`src/aee_defines.svh`:
```
`ifndef AEE_DEFINES_SVH
`define AEE_DEFINES_SVH

// register byte offsets
`define AEE_OFF_SWITCH      12'h000
`define AEE_OFF_PULSE       12'h004
`define AEE_OFF_CONTROL     12'h008
`define AEE_OFF_STATUS      12'h00c
`define AEE_OFF_ACTIVE      12'h010
`define AEE_OFF_REVCOUNT    12'h014

// field positions
`define AEE_BIT_ENC_TYPE    9
`define AEE_BIT_REQ_IGNORE  0
`define AEE_BIT_SETUP       0

// reset and encoder values
`define AEE_SWITCH_RST      32'h0000_0000
`define AEE_PULSE_RST       16'h0800
`define AEE_PULSE_ABS       16'h0400
`define AEE_PULSE_INC       16'h0800

// timing
`define AEE_CLK_HZ          10000000
`define AEE_PWR_SETTLE_MS   100
`define AEE_NORMAL_MS       50
`define AEE_SERIAL_BYTES    8
`define AEE_BYTE_US         1042

`endif

```
`src/aee_pkg.sv`:
```
package aee_pkg;
  typedef enum logic [2:0] {
    AEE_IDLE,
    AEE_POWER,
    AEE_SERIAL,
    AEE_PULSES,
    AEE_NORMAL
  } aee_state_t;

  typedef logic [31:0] aee_word_t;
endpackage

```
`src/aee_seq_if.sv`:
```
`timescale 1ns/1ns
interface aee_seq_if;
  logic start;
  logic done;
  logic busy;
  modport ctrl (output start, input done, input busy);
  modport seq  (input start, output done, output busy);
endinterface

```
`src/aee_seq.sv`:
```
`timescale 1ns/1ns
`include "aee_defines.svh"
module aee_seq #(
  parameter int unsigned SETTLE_CYC = 1000000,
  parameter int unsigned BYTE_CYC   = 10420,
  parameter int unsigned NORMAL_CYC = 500000
) (
  input  wire logic clk_in,
  input  wire logic rst_n_in,
  aee_seq_if.seq    seq,
  output logic      enc_power_out,
  output logic      serial_byte_out,
  output logic      init_pulse_out
);
  aee_pkg::aee_state_t state_r;
  logic [31:0]         cnt_r;
  logic [3:0]          bytes_r;

  // power, serial bytes, initial pulses, then normal
  always_ff @(posedge clk_in or negedge rst_n_in) begin
    if (!rst_n_in) begin
      state_r <= aee_pkg::AEE_IDLE;
      cnt_r   <= 32'h0;
      bytes_r <= 4'h0;
    end else begin
      unique case (state_r)
        aee_pkg::AEE_IDLE: begin
          cnt_r   <= 32'h0;
          bytes_r <= 4'h0;
          if (seq.start) begin
            state_r <= aee_pkg::AEE_POWER;
          end
        end
        aee_pkg::AEE_POWER: begin
          if (cnt_r >= SETTLE_CYC - 1) begin
            cnt_r   <= 32'h0;
            state_r <= aee_pkg::AEE_SERIAL;
          end else begin
            cnt_r <= cnt_r + 32'h1;
          end
        end
        aee_pkg::AEE_SERIAL: begin
          if (cnt_r >= BYTE_CYC - 1) begin
            cnt_r   <= 32'h0;
            bytes_r <= bytes_r + 4'h1;
            if (bytes_r == 4'(`AEE_SERIAL_BYTES - 1)) begin
              state_r <= aee_pkg::AEE_PULSES;
            end
          end else begin
            cnt_r <= cnt_r + 32'h1;
          end
        end
        aee_pkg::AEE_PULSES: begin
          if (cnt_r >= NORMAL_CYC - 1) begin
            cnt_r   <= 32'h0;
            state_r <= aee_pkg::AEE_NORMAL;
          end else begin
            cnt_r <= cnt_r + 32'h1;
          end
        end
        aee_pkg::AEE_NORMAL: begin
          cnt_r <= 32'h0;
          if (seq.start) begin
            state_r <= aee_pkg::AEE_POWER;
          end
        end
      endcase
    end
  end

  // registered status and strobes
  always_ff @(posedge clk_in or negedge rst_n_in) begin
    if (!rst_n_in) begin
      enc_power_out   <= 1'b0;
      serial_byte_out <= 1'b0;
      init_pulse_out  <= 1'b0;
      seq.done        <= 1'b0;
      seq.busy        <= 1'b0;
    end else begin
      enc_power_out   <= (state_r != aee_pkg::AEE_IDLE);
      serial_byte_out <= (state_r == aee_pkg::AEE_SERIAL) &&
                         (cnt_r == 32'h0);
      init_pulse_out  <= (state_r == aee_pkg::AEE_PULSES);
      seq.done        <= (state_r == aee_pkg::AEE_NORMAL);
      seq.busy        <= (state_r != aee_pkg::AEE_IDLE) &&
                         (state_r != aee_pkg::AEE_NORMAL);
    end
  end
endmodule

```
`src/aee_top.sv`:
```
`timescale 1ns/1ns
`include "aee_defines.svh"
module aee_top #(
  parameter int unsigned SETTLE_CYC = (`AEE_CLK_HZ / 1000) *
                                      `AEE_PWR_SETTLE_MS,
  parameter int unsigned BYTE_CYC   = (`AEE_CLK_HZ / 1000000) *
                                      `AEE_BYTE_US,
  parameter int unsigned NORMAL_CYC = (`AEE_CLK_HZ / 1000) *
                                      `AEE_NORMAL_MS
) (
  input  wire logic        clk_in,
  input  wire logic        rst_n_in,
  input  wire logic        encoder_request_in,
  input  wire logic        servo_enable_in,
  input  wire logic        backup_battery_input_in,
  input  wire logic        s_axi_awvalid_in,
  input  wire logic [11:0] s_axi_awaddr_in,
  input  wire logic        s_axi_wvalid_in,
  input  wire logic [31:0] s_axi_wdata_in,
  input  wire logic [3:0]  s_axi_wstrb_in,
  input  wire logic        s_axi_bready_in,
  input  wire logic        s_axi_arvalid_in,
  input  wire logic [11:0] s_axi_araddr_in,
  input  wire logic        s_axi_rready_in,
  output logic             s_axi_awready_out,
  output logic             s_axi_wready_out,
  output logic             s_axi_bvalid_out,
  output logic [1:0]       s_axi_bresp_out,
  output logic             s_axi_arready_out,
  output logic             s_axi_rvalid_out,
  output logic [31:0]      s_axi_rdata_out,
  output logic [1:0]       s_axi_rresp_out,
  output logic             enc_power_out,
  output logic             motor_enable_out,
  output logic             serial_byte_out,
  output logic             init_pulse_out,
  output logic [15:0]      encoder_pulses_per_rev_out
);
  aee_seq_if            sq ();
  aee_pkg::aee_word_t   switch_r = `AEE_SWITCH_RST; // factory value
  logic [15:0]          pulse_r  = `AEE_PULSE_RST;  // factory value
  logic                 act_abs_r;
  logic [15:0]          act_pulse_r;
  logic                 ignore_r;
  logic                 latched_r;
  logic                 req_s1_r;
  logic                 req_s2_r;
  logic                 req_d_r;
  logic                 req_rise;
  logic                 start_nxt;
  logic [16:0]          rev_r;
  logic                 aw_got_r;
  logic                 w_got_r;
  logic [11:0]          awaddr_r;
  logic [31:0]          wdata_r;
  logic [3:0]           wstrb_r;
  logic                 wr_fire;
  logic                 wr_ok;
  logic [31:0]          rd_word;
  logic                 rd_ok;

  // byte lane merge for writes
  function automatic logic [31:0] merge(input logic [31:0] old,
                                        input logic [31:0] nw,
                                        input logic [3:0]  st);
    logic [31:0] r;
    r = old;
    for (int i = 0; i < 4; i++) begin
      if (st[i]) begin
        r[i*8 +: 8] = nw[i*8 +: 8];
      end
    end
    return r;
  endfunction

  // decode of mapped offsets
  function automatic logic mapped(input logic [11:0] a);
    return (a == `AEE_OFF_SWITCH) || (a == `AEE_OFF_PULSE) ||
           (a == `AEE_OFF_CONTROL) || (a == `AEE_OFF_STATUS) ||
           (a == `AEE_OFF_ACTIVE) || (a == `AEE_OFF_REVCOUNT);
  endfunction

  aee_seq #(
    .SETTLE_CYC (SETTLE_CYC),
    .BYTE_CYC   (BYTE_CYC),
    .NORMAL_CYC (NORMAL_CYC)
  ) u_seq (
    .clk_in          (clk_in),
    .rst_n_in        (rst_n_in),
    .seq             (sq.seq),
    .enc_power_out   (enc_power_out),
    .serial_byte_out (serial_byte_out),
    .init_pulse_out  (init_pulse_out)
  );

  // two stage synchroniser and edge detect
  always_ff @(posedge clk_in or negedge rst_n_in) begin
    if (!rst_n_in) begin
      req_s1_r <= 1'b0;
      req_s2_r <= 1'b0;
      req_d_r  <= 1'b0;
    end else begin
      req_s1_r <= encoder_request_in;
      req_s2_r <= req_s1_r;
      req_d_r  <= req_s2_r;
    end
  end
  assign req_rise = req_s2_r & ~req_d_r;

  // settings taken once after reset release
  always_ff @(posedge clk_in or negedge rst_n_in) begin
    if (!rst_n_in) begin
      latched_r   <= 1'b0;
      act_abs_r   <= 1'b0;
      act_pulse_r <= `AEE_PULSE_INC;
      ignore_r    <= 1'b0;
    end else if (!latched_r) begin
      latched_r   <= 1'b1;
      act_abs_r   <= switch_r[`AEE_BIT_ENC_TYPE];
      act_pulse_r <= switch_r[`AEE_BIT_ENC_TYPE] ? `AEE_PULSE_ABS
                                                  : pulse_r;
      ignore_r    <= switch_r[`AEE_BIT_REQ_IGNORE];
    end
  end

  // absolute type only: start on request edge, or at once when ignored
  always_comb begin
    start_nxt = 1'b0;
    if (latched_r && act_abs_r) begin
      if (ignore_r) begin
        start_nxt = !sq.busy && !sq.done && !enc_power_out;
      end else begin
        start_nxt = req_rise;
      end
    end
  end
  assign sq.start = start_nxt;

  // motor held off until sequence finished, for the absolute type only
  always_ff @(posedge clk_in or negedge rst_n_in) begin
    if (!rst_n_in) begin
      motor_enable_out           <= 1'b0;
      encoder_pulses_per_rev_out <= `AEE_PULSE_INC;
    end else begin
      motor_enable_out <= servo_enable_in && latched_r &&
                          (!act_abs_r || (sq.done && !start_nxt));
      encoder_pulses_per_rev_out <= act_pulse_r;
    end
  end

  // revolution count, zeroed by setup
  always_ff @(posedge clk_in or negedge rst_n_in) begin
    if (!rst_n_in) begin
      rev_r <= 17'h0;
    end else if (wr_fire && awaddr_r == `AEE_OFF_CONTROL &&
                 wstrb_r[0] && wdata_r[`AEE_BIT_SETUP]) begin
      rev_r <= 17'h0;
    end else if (wr_fire && awaddr_r == `AEE_OFF_REVCOUNT) begin
      rev_r <= 17'(merge({15'h0, rev_r}, wdata_r, wstrb_r));
    end
  end

  // stored settings survive reset, which stands for a power cycle
  always_ff @(posedge clk_in) begin
    if (wr_fire && awaddr_r == `AEE_OFF_SWITCH) begin
      switch_r <= merge(switch_r, wdata_r, wstrb_r);
    end else if (wr_fire && awaddr_r == `AEE_OFF_PULSE) begin
      pulse_r <= 16'(merge({16'h0, pulse_r}, wdata_r, wstrb_r));
    end
  end

  // axi write channel capture
  assign wr_fire = aw_got_r && w_got_r && !s_axi_bvalid_out;
  assign wr_ok   = mapped(awaddr_r) && awaddr_r != `AEE_OFF_STATUS &&
                   awaddr_r != `AEE_OFF_ACTIVE;
  always_ff @(posedge clk_in or negedge rst_n_in) begin
    if (!rst_n_in) begin
      aw_got_r          <= 1'b0;
      w_got_r           <= 1'b0;
      awaddr_r          <= 12'h0;
      wdata_r           <= 32'h0;
      wstrb_r           <= 4'h0;
      s_axi_awready_out <= 1'b0;
      s_axi_wready_out  <= 1'b0;
      s_axi_bvalid_out  <= 1'b0;
      s_axi_bresp_out   <= 2'h0;
    end else begin
      s_axi_awready_out <= !aw_got_r && !s_axi_awready_out;
      s_axi_wready_out  <= !w_got_r && !s_axi_wready_out;
      if (s_axi_awvalid_in && s_axi_awready_out) begin
        aw_got_r <= 1'b1;
        awaddr_r <= {s_axi_awaddr_in[11:2], 2'h0};
      end
      if (s_axi_wvalid_in && s_axi_wready_out) begin
        w_got_r <= 1'b1;
        wdata_r <= s_axi_wdata_in;
        wstrb_r <= s_axi_wstrb_in;
      end
      if (wr_fire) begin
        s_axi_bvalid_out <= 1'b1;
        s_axi_bresp_out  <= wr_ok ? 2'h0 : 2'h2;
      end else if (s_axi_bvalid_out && s_axi_bready_in) begin
        s_axi_bvalid_out <= 1'b0;
        aw_got_r         <= 1'b0;
        w_got_r          <= 1'b0;
      end
    end
  end

  // read mux; battery level is not watched here
  always_comb begin
    rd_ok   = 1'b1;
    rd_word = 32'h0;
    unique case ({s_axi_araddr_in[11:2], 2'h0})
      `AEE_OFF_SWITCH:   rd_word = switch_r;
      `AEE_OFF_PULSE:    rd_word = {16'h0, pulse_r};
      `AEE_OFF_CONTROL:  rd_word = 32'h0;
      `AEE_OFF_STATUS:   rd_word = {27'h0, motor_enable_out, sq.done,
                                    sq.busy, enc_power_out,
                                    req_s2_r};
      `AEE_OFF_ACTIVE:   rd_word = {14'h0, ignore_r, act_abs_r,
                                    act_pulse_r};
      `AEE_OFF_REVCOUNT: rd_word = {15'h0, rev_r};
      default:           rd_ok = 1'b0;
    endcase
  end

  // axi read channel
  always_ff @(posedge clk_in or negedge rst_n_in) begin
    if (!rst_n_in) begin
      s_axi_arready_out <= 1'b0;
      s_axi_rvalid_out  <= 1'b0;
      s_axi_rdata_out   <= 32'h0;
      s_axi_rresp_out   <= 2'h0;
    end else begin
      s_axi_arready_out <= !s_axi_rvalid_out && !s_axi_arready_out;
      if (s_axi_arvalid_in && s_axi_arready_out) begin
        s_axi_rvalid_out <= 1'b1;
        s_axi_rdata_out  <= rd_word;
        s_axi_rresp_out  <= rd_ok ? 2'h0 : 2'h2;
      end else if (s_axi_rvalid_out && s_axi_rready_in) begin
        s_axi_rvalid_out <= 1'b0;
      end
    end
  end
endmodule

```
`config.mk`:
```
export PLATFORM = sky130hd
export DESIGN_NAME = aee_top
export DESIGN_NICKNAME = d
export VERILOG_FILES = /design/src/aee_pkg.sv /design/src/aee_seq_if.sv /design/src/aee_seq.sv /design/src/aee_top.sv
export VERILOG_INCLUDE_DIRS = /design/src /design/src/src
export SDC_FILE = /design/constraint.sdc
export NUM_CORES = 1
export LEC_CHECK = 0
export ABC_AREA = 1
export BUFFER_PORTS_ARGS = -buffer_cell sky130_fd_sc_hd__buf_4
export CAP_MARGIN = 25
export CORE_ASPECT_RATIO = 1.25
export CORE_MARGIN = 3
export CORE_UTILIZATION = 30
export DETAILED_ROUTE_END_ITERATION = 10
export GPL_TIMING_DRIVEN = 0
export SLEW_MARGIN = 10
export SYNTH_ARGS = -nofsm -noshare
export SYNTH_HDL_FRONTEND = slang
export SYNTH_SLANG_ARGS = --single-unit
```
`constraint.sdc`:
```
create_clock -name clk_in -period 3.1 [get_ports clk_in]
set_clock_uncertainty 0.2 [all_clocks]
set_input_delay 0.62 -clock clk_in [delete_from_list [all_inputs] [get_ports clk_in]]
set_output_delay 0.62 -clock clk_in [all_outputs]
set_load 0.03 [all_outputs]
```
Word level (Yosys, flattened, before mapping)
Cells that the tools add are included. W data, S select, Z words.

Logic and storage cells: 173. Register bits after elaboration: 237. Input port bits: 70.

Reductions and logical operators: 69. $add $sub $neg: 2. Eq/ne operators: 23. Bitwise gates (word level): 3. $lt $le $gt $ge: 3. Muxes and demuxes: 34.

Operators with widths (number): $pmux W32 S5 (1); $pmux W32 S4 (1); $mux W32 (3); $eq A10 B2 Y1 const B (4); $eq A10 B3 Y1 const B (4); $mux W17 (2); $add A32 B1 Y32 const B (1); $ge A32 B14 Y1 const B (1); $ge A32 B19 Y1 const B (1); $ge A32 B20 Y1 const B (1); $logic_not A32 Y1 (1); $logic_and A1 B1 Y1 (26); $eq A10 B1 Y1 const B (2); $mux W16 (1); $mux W8 (2); $reduce_and A2 Y1 (8); $mux W3 (5); $mux W1 (14); $reduce_bool A2 Y1 (7); $logic_not A1 Y1 (12); $logic_not A12 Y1 (1); $pmux W3 S4 (1); $logic_not A10 Y1 (1); $ne A10 B2 Y1 const B (1); other kinds (20) (33).

Depth between registers and ports, before layout
Word-level depth: 9. Depth in mapped cells: 13. Depth with buffers taken out: 12.

Cells and area by module
From an unflattened synthesis, not the netlist that was laid out.

Cell total of the unflattened synthesis: 1069. Area total of the unflattened synthesis: 10048.4 um^2.

By module, submodules not included: aee_top (sequential area each 5022.3 um^2, cells an instance 793, area an instance 7783.7 um^2, times used 1); aee_seq (sequential area each 1101.1 um^2, cells an instance 276, area an instance 2264.7 um^2, times used 1).

Least setup slack after synthesis
Ideal clock, no wire load.

Path kind: reg-to-reg. Start: reg awaddr_r[11]. End: reg pulse_r[10], enable pin. Buffers on the path: 0. Arrival: 1.405 ns. Setup time: 0.383 ns. Setup slack: 1.112 ns. Cell stages (with the launch flop): 6. Cells stage by stage: dfrtp_1 > nor2_1 > inv_1 > nor2_2 > nand3_1 > nor3_1.

Word-level cells in the longest chain between the ends: 4. Elaborated cells between the ends (all ways): 6.

RTL lines: from (decl) (line aee_top.sv:54) `logic [11:0] awaddr_r;`; from (signal assigned) (line aee_top.sv:192) `awaddr_r <= {s_axi_awaddr_in[11:2], 2'h0};`; $logic_not A12 Y1 (no source line); $logic_and A1 B1 Y1 (no source line); $not A1 Y1 (no source line); $reduce_and A3 Y1 (no source line) (*); to (signal assigned) (line aee_top.sv:168) `pulse_r <= 16'(merge({16'h0, pulse_r}, wdata_r, wstrb_r));`; to (decl) (line aee_top.sv:41) `` logic [15:0] pulse_r = `AEE_PULSE_RST; ``.

Every way passes the cells marked *; elsewhere a longest branch is shown, timed or not. A chain may end at the register's enable or synchronous reset.

Worst setup path after layout
Start: reg awaddr_r[11]. End: reg switch_r[28], enable pin.

Word-level cells in the longest chain between the ends: 3.

RTL lines: $logic_not A12 Y1 (no source line); $logic_and A1 B1 Y1 (no source line); $reduce_and A2 Y1 (no source line); to (signal assigned) (line aee_top.sv:166) `switch_r <= merge(switch_r, wdata_r, wstrb_r);`; to (decl) (line aee_top.sv:40) `` aee_pkg::aee_word_t switch_r = `AEE_SWITCH_RST; ``.

No other way between the ends.

==> out/results.txt <==
placed inst area -> 11,300 um^2
PD cells -> 717 nW/um^2
largest net degree at the start of global routing -> 106
chip height -> 208 um
I/O Pins -> 131
area of the multi-input gates -> 3110 um^2
hold path start -> s_axi_wdata_in[3]
dpl hpwl -> 17,400 um
RSZ-0062 raised after global routing -> false
DR vias -> 7,068
cell family with most CP delay -> simple AND/OR/NAND/NOR gates
vias in the first global route -> 7,002
CP max stage delay -> 0.67 ns
Worst VDD drop -> 0.340 mV
initial antenna violation count -> 1
WP data arrival -> 2.20 ns
CTS tree -> yes
Core Box Area -> 32,000 um^2
Num CTS Buffers -> 24
mux share of post-synthesis cell area -> 0%
R2R Setup Slk -> 0.83 ns
Compound-Gate Fraction of Synth Area -> 7.39%
number of synthesized flops with an enable pin -> 48
Distinct cells, synth -> 47
drt total wl -> 23,200 um
clock buffer depth -> 3
Cells after Synth -> 1,013
crit path max fanout -> 8
Net Sw Frac -> 29.6%
GRT overflow -> 0
Combinational Power Share -> 18.4%
worst skew pair latency -> 0.51 ns
most used cell, CP -> nor2_1
Worst EP required -> 3.03 ns
Clk pwr share -> 35.2%
largest family of logic cells by synthesized area -> simple AND/OR/NAND/NOR gates
Routed WL per cell -> 14.4 um
period utilisation layout -> 73.2%
H-tree depth -> 1
DRC violations left -> 0
internal power -> 6.15 mW
Syn-to-layout area delta -> 24.6%
Iteration-0 DRC Markers -> 526
max-slew violations -> 0
Reg area -> 6120 um^2
reg2reg start -> awaddr_r[11]$_DFFE_PN0P_
Ys Warns -> 0
Rows -> 73
Die ar. -> 34,800 um^2
setup violators final -> 0
number of buffers added on ports -> 123
Final Hold Viols -> 0
Flop pwr share -> 46.4%
Nets -> 1,252
Post-Synth Simple-Gate Area -> 22.4%
Synth Flop Type -> dfrtp_1
Finished Cell Area -> 12,200 um^2
Hold Path Stages -> 3
Worst-path clk slew -> 0.07 ns
total track usage -> 13.1%
Post-Syn Area -> 9770 um^2
vias per cell -> 4.39
Inserted Diodes -> 0
NetSw -> 2.59 mW
Async S/R FF share, synth -> 79.6%
Worst Path Buf+Inv -> 1
width of the die -> 167 um
hold endpoint -> wdata_r[3]$_DFFE_PN0P_
XOR/XNOR Fraction of Synth Area -> 0.986%
syn_area_per_cell -> 9.65 um^2
RePlAce Congestion -> 0.830
Max Clk Rate -> 441 MHz
crit end category -> register
worst hold-check path type -> input port to register
Crit Path Class -> register to register
Layout fillers -> 3,226
worst reg-to-reg path cell count -> 5
P_leak -> 5.74 nW
share of cells above drive strength 1 -> 19.8%
max-cap viol count -> 0
status -> finished, final reports clean
Synth Area in Adders -> 0.384%
Initial Utilization -> 30.6%
CTS Root Cell -> clkbuf_16
RR Endpoint -> switch_r[28]$_DFFE_PP_
share of the yosys chip area belonging to registers -> 62.6%
Critical Path Source Type -> register
Slew @ Worst Pin -> 0.811 ns
minimum clock period -> 2.27 ns
Initial DRT Pass Iterations -> 5
FF+latch count, synth -> 235
global-route wire length before repair -> 37,100 um
crit-path cells -> nor2_1, inv_1, nor2_2, nand4_1, nor2_1
slowest cell on the critical path -> nor2_1
relative slew slack -> 45.8%
Sink Count -> 235
post-route setup TNS -> 0 ns
Antenna Nets Post-Route -> 0
-- worst max path at each step --
| stage | startpoint | to | slack (ns) | cells after the start |
|---|---|---|---|---|
| final | awaddr_r[11]$_DFFE_PN0P_ | switch_r[28]$_DFFE_PP_ | 0.83 | 5 |
| after detailed placement | s_axi_araddr_in[11] | s_axi_rdata_out[6]$_DFFE_PN0P_ | 0.63 | 9 |
| after global placement | rst_n_in | s_axi_rdata_out[26]$_DFFE_PN0P_ | -0.10 | 1 |
| after floorplan | awaddr_r[11]$_DFFE_PN0P_ | pulse_r[10]$_DFFE_PP_ | 1.11 | 5 |
| after global routing | awaddr_r[10]$_DFFE_PN0P_ | switch_r[29]$_DFFE_PP_ | 0.65 | 5 |
| after CTS | awaddr_r[11]$_DFFE_PN0P_ | switch_r[28]$_DFFE_PP_ | 0.73 | 5 |
-- per-layer routing --
layer | GRT usage (%) | vias up | part of all wire [%]
met4 | 4.18 | 2 | 2.8
met1 | 15.9 | 3305 | 40
met2 | 23.3 | 158 | 52
met3 | 2.57 | 38 | 5.1
li1 | - | 3565 | -
met5 | 0 | - | 0.056
-- registers in the layout (all words and copies together) (netlist names), 3 cells and up --
signal and flops:
rev_r 17, encoder_pulses_per_rev_out 16, wdata_r 32, switch_r 32, s_axi_rdata_out 32, wstrb_r 4
pulse_r 16, u_seq.cnt_r 32, awaddr_r 10, u_seq.state_r 3, act_pulse_r 16, u_seq.bytes_r 4
-- cell usage after synthesis (3+ instances only) --
| master | number | area share [%] |
|---|---|---|
| nand4_1 | 4 | 0.26 |
| nand3_2 | 8 | 0.82 |
| o21ai_2 | 8 | 0.72 |
| o21ai_1 | 7 | 0.36 |
| buf_6 | 3 | 0.35 |
| nand2_1 | 289 | 11 |
| edfxtp_1 | 48 | 15 |
| ha_1 | 3 | 0.38 |
| clkbuf_1 | 13 | 0.50 |
| xor2_1 | 11 | 0.99 |
| inv_1 | 109 | 4.2 |
| buf_4 | 5 | 0.38 |
| dfrtp_1 | 185 | 47 |
| nor3_1 | 9 | 0.46 |
| nand2_2 | 3 | 0.19 |
| nor2_1 | 86 | 3.3 |
| and3_1 | 3 | 0.19 |
| o21ai_0 | 67 | 3.4 |
| nand3_1 | 58 | 3.0 |
| o22ai_1 | 21 | 1.3 |
| buf_2 | 5 | 0.26 |
| a21oi_1 | 13 | 0.67 |
| inv_2 | 3 | 0.12 |
| nor2_2 | 11 | 0.70 |
| nor3_2 | 10 | 1.0 |
-- cell type report --
cell class	count	area share [%]
timing repair buffer	127	8.08
inverter	112	3.45
sequential	235	50.3
multi-input combinational	649	25.5
clock inverter	13	1.43
buffer	30	1.43
tap	412	4.23
clock buffer	31	5.58
-- cells by family after synthesis --
logic type	after synthesis
AND/OR/NAND/NOR	495
flip-flops	235
buffers and inverters	142
AO/OA/AOI/OAI	125
XOR/XNOR	11
adder cells (fa/ha/maj)	3
other	2
-- power by group through the flow --
| stage | clock, mW | sequential, mW | combinational, mW |
|---|---|---|---|
| finish | 3.08 | 4.05 | 1.60 |
| global route | 3.30 | 4.12 | 1.84 |
| CTS | 3.16 | 4.05 | 1.65 |
| detailed placement | 0 | 4.11 | 1.63 |
| global placement | 0 | 4.09 | 1.60 |
| floorplan | 0 | 4.20 | 0.871 |
-- layout by cell type (no fill, tap or decap), types with 13 or more instances in the layout --
cell type	n
inv_1	109
o22ai_1	21
conb_1	15
a21oi_1	13
nor2_1	86
dfrtp_1	185
nand3_1	58
o21ai_0	67
edfxtp_1	48
clkbuf_16	26
nand2_1	289
buf_4	127
clkbuf_1	17
-- worst register-to-register path, stage by stage (launching register included) --
cell,delay [ns]
dfrtp_1,0.38
nor2_1,0.21
inv_1,0.08
nor2_2,0.17
nand4_1,0.19
nor2_1,0.67
-- per-stage QoR --
step / util, % / hold slack (ns) / instances / setup slack (ns) / total power [mW]
final: 38.1 / 0.103 / 1609 / 0.832 / 8.73
after global routing: 38.1 / 0.0932 / 1609 / 0.648 / 9.26
after CTS: 38.1 / 0.0794 / 1609 / 0.725 / 8.86
after detailed placement: 35.4 / 0.148 / 1563 / 0.633 / 5.74
after global placement: 35.2 / 0.137 / 1561 / -0.101 / 5.69
after floorplan: - / 0.124 / 1026 / 1.11 / 5.08
-- what timing repair did --
action,4_1_cts,5_1_grt
endpoints found under the setup margin,0,0
endpoints found under the hold margin,81,0
hold buffers,2,0
resized for setup,0,0
buffers inserted,0,0
(Power assumes the default switching activity.)
